<file path="config.mk">
export PLATFORM = sky130hd
export DESIGN_NAME = gcfb_bank
export DESIGN_NICKNAME = d
export VERILOG_FILES = /design/src/rtl/gcfb_bank.v
export VERILOG_INCLUDE_DIRS = /design/src /design/src/rtl
export SDC_FILE = /design/constraint.sdc
export NUM_CORES = 1
export LEC_CHECK = 0
export ABC_AREA = 1
export BUFFER_PORTS_ARGS = -buffer_cell sky130_fd_sc_hd__buf_2
export CAP_MARGIN = 20
export CORE_ASPECT_RATIO = 0.6
export CORE_MARGIN = 4
export CORE_UTILIZATION = 52
export CTS_BUF_LIST = sky130_fd_sc_hd__clkbuf_8
export CTS_CLUSTER_DIAMETER = 150
export DETAILED_ROUTE_END_ITERATION = 8
export PLACE_DENSITY = 0.92
export SYNTH_ARGS = -nofsm -noshare
export SYNTH_HDL_FRONTEND = slang
export SYNTH_SLANG_ARGS = --single-unit
</file>
<file path="constraint.sdc">
create_clock -name clk -period 1.7 [get_ports clk]
set_clock_uncertainty 0.2 [all_clocks]
set_input_delay 0.255 -clock clk [delete_from_list [all_inputs] [get_ports clk]]
set_output_delay 0.255 -clock clk [all_outputs]
set_load 0.01 [all_outputs]
</file>
<file path="src/rtl/gcfb_defs.vh">
// Register offsets, field positions and reset values of the general configuration bank
`ifndef GCFB_DEFS_VH
`define GCFB_DEFS_VH
`define GCFB_ADDR_W          8
`define GCFB_OFS_COMBINE     8'h1b
`define GCFB_OFS_MODE        8'h1c
`define GCFB_OFS_MASK        8'h1d
`define GCFB_BIT_COMBINE     6
`define GCFB_RST_COMBINE     8'h00
`define GCFB_RST_MODE        2'h1
`define GCFB_RST_MASK        8'h0e
`define GCFB_MODE_OPERATE    2'h1
`define GCFB_MODE_CONFIG     2'h2
`define GCFB_BIT_OSC_MASK    0
`define GCFB_BIT_MON_MASK    1
`define GCFB_BIT_SAT1_MASK   2
`define GCFB_BIT_SAT2_MASK   3
`define GCFB_BIT_SIM_OVT     4
`define GCFB_BIT_SIM_OVC1    5
`define GCFB_BIT_SIM_OVC2    6
`define GCFB_BIT_SIM_OSC     7
`define GCFB_SAT_THR_0V5     2'h0
`endif

</file>
<file path="src/rtl/gcfb_bank.v">
// General configuration and fault mask bank with check output logic
`timescale 1ns/1ps
`include "gcfb_defs.vh"

module gcfb_bank
(
  input  wire       clk,
  input  wire       nrst,
  input  wire       wr_en,
  input  wire       rd_en,
  input  wire [7:0] addr,
  input  wire [7:0] wdata,
  output reg  [7:0] rdata,
  input  wire [1:0] saturation_threshold_ch1,
  input  wire [1:0] saturation_threshold_ch2,
  input  wire [3:0] sat_above_ch1,
  input  wire [3:0] sat_above_ch2,
  input  wire       overtemp_event,
  input  wire       overcurrent_event_ch1,
  input  wire       overcurrent_event_ch2,
  input  wire       osc_watchdog_event,
  input  wire       monitor_event_ch1,
  input  wire       monitor_event_ch2,
  output reg        channel_combine,
  output reg        regulate_ch2,
  output reg        shutdown_ch1,
  output reg        shutdown_ch2,
  output reg        config_apply,
  output reg        driver_saturation_ch1,
  output reg        driver_saturation_ch2,
  output reg        fault_check_n
);

  reg  [7:0] combine_reg_r;
  reg  [1:0] chip_mode_select_r;
  reg  [7:0] mask_reg_r;
  reg        combine_latch_r;

  wire       osc_error_mask           = mask_reg_r[`GCFB_BIT_OSC_MASK];
  wire       monitor_event_mask       = mask_reg_r[`GCFB_BIT_MON_MASK];
  wire       saturation_mask_ch1      = mask_reg_r[`GCFB_BIT_SAT1_MASK];
  wire       saturation_mask_ch2      = mask_reg_r[`GCFB_BIT_SAT2_MASK];
  wire       overtemp_simulate        = mask_reg_r[`GCFB_BIT_SIM_OVT];
  wire       overcurrent_simulate_ch1 = mask_reg_r[`GCFB_BIT_SIM_OVC1];
  wire       overcurrent_simulate_ch2 = mask_reg_r[`GCFB_BIT_SIM_OVC2];
  wire       osc_error_simulate       = mask_reg_r[`GCFB_BIT_SIM_OSC];

  // Pick comparator output for threshold code; code 00 is 0.5 V
  function sat_pick;
    input [1:0] thr;
    input [3:0] above;
    begin
      case (thr)
        2'h0: sat_pick = above[0];
        2'h1: sat_pick = above[1];
        2'h2: sat_pick = above[2];
        default: sat_pick = above[3];
      endcase
    end
  endfunction

  wire ovt_any  = overtemp_event | overtemp_simulate;
  wire ovc1_any = overcurrent_event_ch1 | overcurrent_simulate_ch1;
  wire ovc2_any = overcurrent_event_ch2 | overcurrent_simulate_ch2;
  wire osc_any  = osc_watchdog_event | osc_error_simulate;
  wire sat1_nxt = sat_pick(saturation_threshold_ch1, sat_above_ch1);
  wire sat2_nxt = sat_pick(saturation_threshold_ch2, sat_above_ch2);

  wire osc_flag  = osc_any & ~osc_error_mask;
  wire mon_flag  = (monitor_event_ch1 | monitor_event_ch2) & ~monitor_event_mask;
  wire sat1_flag = sat1_nxt & ~saturation_mask_ch1;
  wire sat2_flag = sat2_nxt & ~saturation_mask_ch2;
  wire shut_flag = ovt_any | ovc1_any | ovc2_any;
  wire check_nxt = osc_flag | mon_flag | sat1_flag | sat2_flag | shut_flag;

  wire operate_mode = (chip_mode_select_r == `GCFB_MODE_OPERATE);

  reg  [7:0] combine_reg_nxt;
  reg  [1:0] chip_mode_select_nxt;
  reg  [7:0] mask_reg_nxt;
  reg  [7:0] rdata_nxt;
  reg        combine_latch_nxt;
  reg        shutdown_ch1_nxt;
  reg        shutdown_ch2_nxt;

  // Address match shared by write and read decode
  function reg_hit;
    input [7:0] a;
    input [7:0] ofs;
    begin
      reg_hit = (a == ofs);
    end
  endfunction

  // Codes 00 and 11 are not allowed
  function mode_legal;
    input [1:0] code;
    begin
      mode_legal = (code == `GCFB_MODE_OPERATE) || (code == `GCFB_MODE_CONFIG);
    end
  endfunction

  // Next register contents after a write
  always @*
  begin
    combine_reg_nxt = combine_reg_r;
    if (wr_en && reg_hit(addr, `GCFB_OFS_COMBINE))
      combine_reg_nxt = wdata;
  end

  always @*
  begin
    chip_mode_select_nxt = chip_mode_select_r;
    if (wr_en && reg_hit(addr, `GCFB_OFS_MODE) && mode_legal(wdata[1:0]))
      chip_mode_select_nxt = wdata[1:0];
  end

  always @*
  begin
    mask_reg_nxt = mask_reg_r;
    if (wr_en && reg_hit(addr, `GCFB_OFS_MASK))
      mask_reg_nxt = wdata;
  end

  // Read data holds until the next read
  always @*
  begin
    rdata_nxt = rdata;
    if (rd_en)
    begin
      if (reg_hit(addr, `GCFB_OFS_COMBINE))
        rdata_nxt = combine_reg_r;
      else if (reg_hit(addr, `GCFB_OFS_MODE))
        rdata_nxt = {6'h00, chip_mode_select_r};
      else if (reg_hit(addr, `GCFB_OFS_MASK))
        rdata_nxt = mask_reg_r;
      else
        rdata_nxt = 8'h00;
    end
  end

  always @*
  begin
    combine_latch_nxt = combine_latch_r;
    if (operate_mode)
      combine_latch_nxt = combine_reg_r[`GCFB_BIT_COMBINE];
  end

  // Combined channels share one power path
  always @*
  begin
    shutdown_ch1_nxt = ovt_any | ovc1_any;
    shutdown_ch2_nxt = ovt_any | ovc2_any;
    if (combine_latch_r)
    begin
      shutdown_ch1_nxt = shutdown_ch1_nxt | ovc2_any;
      shutdown_ch2_nxt = shutdown_ch2_nxt | ovc1_any;
    end
  end

  // Register bank
  always @(posedge clk or negedge nrst)
  begin
    if (!nrst)
      combine_reg_r <= `GCFB_RST_COMBINE;
    else
      combine_reg_r <= combine_reg_nxt;
  end

  always @(posedge clk or negedge nrst)
  begin
    if (!nrst)
      chip_mode_select_r <= `GCFB_RST_MODE;
    else
      chip_mode_select_r <= chip_mode_select_nxt;
  end

  always @(posedge clk or negedge nrst)
  begin
    if (!nrst)
      mask_reg_r <= `GCFB_RST_MASK;
    else
      mask_reg_r <= mask_reg_nxt;
  end

  always @(posedge clk or negedge nrst)
  begin
    if (!nrst)
      rdata <= 8'h00;
    else
      rdata <= rdata_nxt;
  end

  always @(posedge clk or negedge nrst)
  begin
    if (!nrst)
      combine_latch_r <= 1'b0;
    else
      combine_latch_r <= combine_latch_nxt;
  end

  // Status outputs
  // low while configuration held
  always @(posedge clk or negedge nrst)
  begin
    if (!nrst)
      config_apply <= 1'b1;
    else
      config_apply <= operate_mode;
  end

  always @(posedge clk or negedge nrst)
  begin
    if (!nrst)
      channel_combine <= 1'b0;
    else
      channel_combine <= combine_latch_r;
  end

  always @(posedge clk or negedge nrst)
  begin
    if (!nrst)
      regulate_ch2 <= 1'b1;
    else
      regulate_ch2 <= ~combine_latch_r;
  end

  always @(posedge clk or negedge nrst)
  begin
    if (!nrst)
      shutdown_ch1 <= 1'b0;
    else
      shutdown_ch1 <= shutdown_ch1_nxt;
  end

  always @(posedge clk or negedge nrst)
  begin
    if (!nrst)
      shutdown_ch2 <= 1'b0;
    else
      shutdown_ch2 <= shutdown_ch2_nxt;
  end

  always @(posedge clk or negedge nrst)
  begin
    if (!nrst)
      driver_saturation_ch1 <= 1'b0;
    else
      driver_saturation_ch1 <= sat1_nxt;
  end

  always @(posedge clk or negedge nrst)
  begin
    if (!nrst)
      driver_saturation_ch2 <= 1'b0;
    else
      driver_saturation_ch2 <= sat2_nxt;
  end

  always @(posedge clk or negedge nrst)
  begin
    if (!nrst)
      fault_check_n <= 1'b1;
    else
      fault_check_n <= ~check_nxt;
  end

endmodule

</file>
# Word-level counts from Yosys, hierarchy flattened

Index checks and enable logic that the tools add are counted.

Equality and inequality tests: 10
Mux-type cells: 7
Bitwise gates (word level): 23
Reductions and logical operators: 7

Operators by type and width:

| cell               | count |
|---|---|
| $eq 8x5->1 const B | 3 |
| $mux 8             | 3 |
| $or 1x1->1         | 13 |
| $eq 2x1->1 const B | 4 |
| $eq 2x2->1 const B | 3 |
| $not 1->1          | 6 |
| $pmux 1 s3         | 2 |
| $and 1x1->1        | 4 |
| $logic_and 1x1->1  | 4 |
| $logic_not 2->1    | 2 |
| $mux 1             | 2 |
| $logic_or 1x1->1   | 1 |

Bits of input ports: 38
Output and inout bits: 16
Bits in registers: 35
Word-level logic and storage cells: 60

# Depth between registers and ports, before layout

Depth after elaboration: 7
Depth in mapped cells: 8

# Least setup slack after synthesis

Ideal clock, no wire load.

Kind: input to register
Start point: input addr[5]
End point: register combine_reg_r[0]
Data required time: 1.374 ns
Path slack: 0.396 ns
Data arrival time: 0.978 ns
Cell stages on the path: 7
Setup time: 0.126 ns
Path through: inv_1 -> nand2_2 -> nor2_4 -> nand2_4 -> nor2_8 -> buf_6 -> o21ai_0

Cells in the longest elaborated chain, start to end: 2

Ends and longest elaborated chain:

| what                 | line            | RTL |
|---|---|---|
| start, declared      | gcfb_bank.v:11  | `input wire [7:0] addr,` |
| $eq 8x5->1           | gcfb_bank.v:91  | `reg_hit = (a == ofs);` |
| $logic_and 1x1->1    | gcfb_bank.v:107 | `` if (wr_en && reg_hit(addr, `GCFB_OFS_COMBINE)) `` |
| end signal, assigned | gcfb_bank.v:165 | `` combine_reg_r <= `GCFB_RST_COMBINE; `` |
| end signal, assigned | gcfb_bank.v:167 | `combine_reg_r <= combine_reg_nxt;` |
| end, declared        | gcfb_bank.v:34  | `reg [7:0] combine_reg_r;` |

No other way between the ends.
A chain may end at the register's enable or synchronous reset.

# Worst setup path after layout

Start point: register mask_reg_r[6]
End point: register fault_check_n

Cells in the longest elaborated chain, start to end: 4

Ends and longest elaborated chain:

| what                   | line            | RTL |
|---|---|---|
| start, declared        | gcfb_bank.v:36  | `reg [7:0] mask_reg_r;` |
| start signal, assigned | gcfb_bank.v:181 | `` mask_reg_r <= `GCFB_RST_MASK; `` |
| start signal, assigned | gcfb_bank.v:183 | `mask_reg_r <= mask_reg_nxt;` |
| $or 1x1->1             | gcfb_bank.v:64  | `wire ovc2_any = overcurrent_event_ch2 \| overcurrent_simulate_ch2;` |
| $or 1x1->1             | gcfb_bank.v:73  | `wire shut_flag = ovt_any \| ovc1_any \| ovc2_any;` |
| $or 1x1->1             | gcfb_bank.v:74  | `wire check_nxt = osc_flag \| mon_flag \| sat1_flag \| sat2_flag \| shut_flag;` |
| $not 1->1              | gcfb_bank.v:265 | `fault_check_n <= ~check_nxt;` |
| end signal, assigned   | gcfb_bank.v:265 |  |
| end, declared          | gcfb_bank.v:31  | `output reg fault_check_n` |

No other way between the ends.

==> flow_metrics.env <==
export IMPL_r2r_start="mask_reg_r[6]"
export IMPL_power_static_leakage_nw=1.163
export IMPL_crit_path_max_incr_delay_ps=400
export IMPL_vdd_drop_max_mv=0.4605
export IMPL_critical_path_top_delay_family="simple AND/OR/NAND/NOR gates"
export IMPL_setup_slack_at_placement_ps=144.2
export IMPL_grt_busiest_layer="met2"
export IMPL_cts_repair_resized=0
export IMPL_ys_warnings_count=0
export IMPL_worstSetupEndpoint="fault_check_n"
export IMPL_gr_usage_total_pct=18.75
export IMPL_cell_chain_of_the_critical_path="or2_2 > nor2_1 > nand2_1 > nor2_1 > nand2_1 > nor2_1"
export IMPL_placeableCoreArea_sq_um=2984
export IMPL_wire_length_per_cell_um=12.15
export IMPL_synth_area_top_cells="sky130_fd_sc_hd__dfrtp_1 (42%), sky130_fd_sc_hd__nand2_1 (13%), sky130_fd_sc_hd__dfstp_2 (11%), sky130_fd_sc_hd__inv_1 (7.4%), sky130_fd_sc_hd__o21ai_0 (5.4%)"
export IMPL_syn_mean_instance_area_sq_um=8.341
export IMPL_post_route_util_pct=70.48
export IMPL_overflow=0
export IMPL_ant_cells=0
export IMPL_area_growth_synth_to_final_pct=25.45
export IMPL_synth_seq_area_share_pct=52.76
export IMPL_chipHeight_um=51.99
export IMPL_gp_congestion=0.8415
export IMPL_synth_cell_types=25
export IMPL_syn_inst=201
export IMPL_finalNetCount=300
export IMPL_die_w_um=81.31
export IMPL_p_per_area_nw_per_um2=827.1
export IMPL_worstSkewPairLatency_ps=280
export IMPL_maxSlewHeadroom_pct=73.38
export IMPL_finalSetupViolCount=0
export IMPL_row_count=15
export IMPL_critPathRequiredTime_ps=1720
export IMPL_finalPower_mw=1.740
export IMPL_rr_endpoint="fault_check_n"
export IMPL_max_clock_path_buffers=2
export IMPL_cell_with_the_most_instances_after_synthesis="sky130_fd_sc_hd__nand2_1"
export IMPL_vias=1504
export IMPL_synth_top_cells_by_count="sky130_fd_sc_hd__nand2_1 (58), sky130_fd_sc_hd__inv_1 (33), sky130_fd_sc_hd__dfrtp_1 (28)"
export IMPL_antenna_left=0
export IMPL_die_area_sq_um=4227
export IMPL_synth_edf_count=0
export IMPL_run_status="complete, no violations"
export IMPL_grt_met1_usage_pct=25.66
export IMPL_synthDominantCellAreaShare_pct=41.79
export IMPL_synth_main_ff_cell="sky130_fd_sc_hd__dfrtp_1"
export IMPL_cp_num_buf_inv=0
export IMPL_clkTransAtPathRegs_ps=70
export IMPL_critPathMaxFanout=3
export IMPL_critical_path_cell_count=6
export IMPL_drc=0
export IMPL_cts_tree="done"
export IMPL_count_of_final_hold_check_violations=0
export IMPL_post_cts_hold_buffer_count=3
export IMPL_vias_in_the_first_global_route=1330
export IMPL_layout_setup_ws_ps=254.4
export IMPL_final_period_minus_worst_setup_slack_ps=1446
export IMPL_critPathLaunchType="register"
export IMPL_setup_worst_path_class="register to register"
export IMPL_r2r_cells=6
export IMPL_setup_slack_of_the_most_critical_reg_to_reg_path_ps=250
export IMPL_drt_pre_antenna_iters=4
export IMPL_use_met3_pct=5.190
export IMPL_floorplan_initialDensity_pct=56.18
export IMPL_setup_worst_path_start="mask_reg_r[6]"
export IMPL_post_cts_buffers=0
export IMPL_synth_ff_latch_count=35
export IMPL_grt_pass1_wl_um=5851
export IMPL_post_route_cells_drive_above_1_share_pct=30.42
export IMPL_synthesis_nets=239
export IMPL_hold_path_class="primary input to register"
export IMPL_hold_path_startpoint="wdata[7]"
export IMPL_antenna_found_initial=0
export IMPL_finalMaxSlewViolations=0
export IMPL_met2_usage_pct=28.78
export IMPL_cts_buffers_inserted=5
export IMPL_timing_max_cap_violations=0
export IMPL_port_buffer_count=53
export IMPL_grt_start_max_net_pins=20
export IMPL_dp_final_hpwl_um=2898
export IMPL_routed_via_density=4.931
export IMPL_cp_arrival_ps=1460
export IMPL_fin_crit_sh_pct=85.03
export IMPL_dr_first_iter_drc_count=79
export IMPL_routed_wirelength_um=3707
export IMPL_final_setup_tns_ps=0
export IMPL_unrepaired_setup_endpoints_after_global_routing="false"
export IMPL_cts_sinks=35
export IMPL_critical_path_most_common_cell="sky130_fd_sc_hd__nor2_1"
export IMPL_crit_path_top_delay_cell="sky130_fd_sc_hd__dfrtp_1"
export IMPL_fmax_ghz=0.6918
export IMPL_worst_slew_pin_slew_ps=399.3
export IMPL_ios=54
export IMPL_critical_path_endpoint_type="register"
export IMPL_clock_root_buffer="sky130_fd_sc_hd__clkbuf_8"
export IMPL_ctsHtreeMaxLevel=2
export IMPL_synthesis_area_sq_um=1677
export IMPL_async_reset_ff_share_pct=100.0
export IMPL_synthDominantAreaCellType="sky130_fd_sc_hd__dfrtp_1"
==> state kept, by name, indices dropped and copies added, names as in the netlist, 2 cells and up <==
| signal | cells |
|---|---|
| rdata | 8 |
| chip_mode_select_r | 2 |
| combine_reg_r | 8 |
| mask_reg_r | 8 |
==> where the power goes <==
group	internal [mW]	switching [mW]	leakage [nW]
clock network	0.280	0.281	0.0453
logic	0.102	0.138	0.708
registers	0.911	0.0276	0.410
==> metrics by stage <==
| stage | hold WS [ps] | cell area [sq um] | cells |
|---|---|---|---|
| floorplan | -240.6 | 1677 | 201 |
| global placement | -0.6622 | 1988 | 294 |
| detailed placement | 2.635 | 1988 | 294 |
| CTS | 5.152 | 2103 | 305 |
| global route | 6.024 | 2103 | 305 |
| finish | 14.23 | 2103 | 305 |
==> cell usage in the layout (no fill, tap or decap), types with 2 or more instances in the layout <==
cell,n
sky130_fd_sc_hd__o21ai_2,2
sky130_fd_sc_hd__nor2_4,2
sky130_fd_sc_hd__a21oi_1,3
sky130_fd_sc_hd__clkbuf_8,5
sky130_fd_sc_hd__dfstp_2,7
sky130_fd_sc_hd__buf_2,53
sky130_fd_sc_hd__inv_1,34
sky130_fd_sc_hd__nand2_1,58
sky130_fd_sc_hd__nor2_1,10
sky130_fd_sc_hd__dlygate4sd3_1,3
sky130_fd_sc_hd__nand3_1,15
sky130_fd_sc_hd__o211ai_1,3
sky130_fd_sc_hd__or2_2,2
sky130_fd_sc_hd__o21ai_1,7
sky130_fd_sc_hd__o21ai_0,18
sky130_fd_sc_hd__dfrtp_1,28
==> how the worst min path moves through the flow <==
stage / to / slack, ps / cells past startpoint
finish: combine_reg_r[7] / 10 / 3
global route: mask_reg_r[5] / 6 / 3
CTS: combine_reg_r[7] / 5 / 3
detailed placement: rdata[1] / 3 / 1
global placement: shutdown_ch2 / -0.7 / 1
floorplan: channel_combine / -240 / 0
==> final cells by class <==
| type | count | area, sq um |
|---|---|---|
| Timing Repair Buffer | 58 | 322.8 |
| Clock inverter | 3 | 16.27 |
| Sequential cell | 35 | 884.6 |
| Clock buffer | 5 | 68.82 |
| Inverter | 33 | 123.9 |
| Multi-Input combinational cell | 129 | 634.4 |
| Tap cell | 42 | 52.55 |
| Fill cell | 240 | 880.8 |
==> cells by family after synthesis <==
logic type / Yosys count / share of synthesized area [%]
and+or+nand+nor: 95 / 26.64
buffers and inverters: 37 / 9.403
DFF: 35 / 52.76
AOI/OAI and AO/OA: 34 / 11.19
==> worst reg2reg max path, delay by kind of cell (launching register included) <==
kind	cells	cell delay, ps
flops	1	400
simple gates	6	790
==> metal layers <==
| layer | share of wire (%) | routed length (um) |
|---|---|---|
| met3 | 13 | 474 |
| met1 | 44 | 1619 |
| met2 | 43 | 1590 |
| met4 | 0.62 | 23 |
| met5 | 0 | 0 |
(Power assumes the default switching activity.)
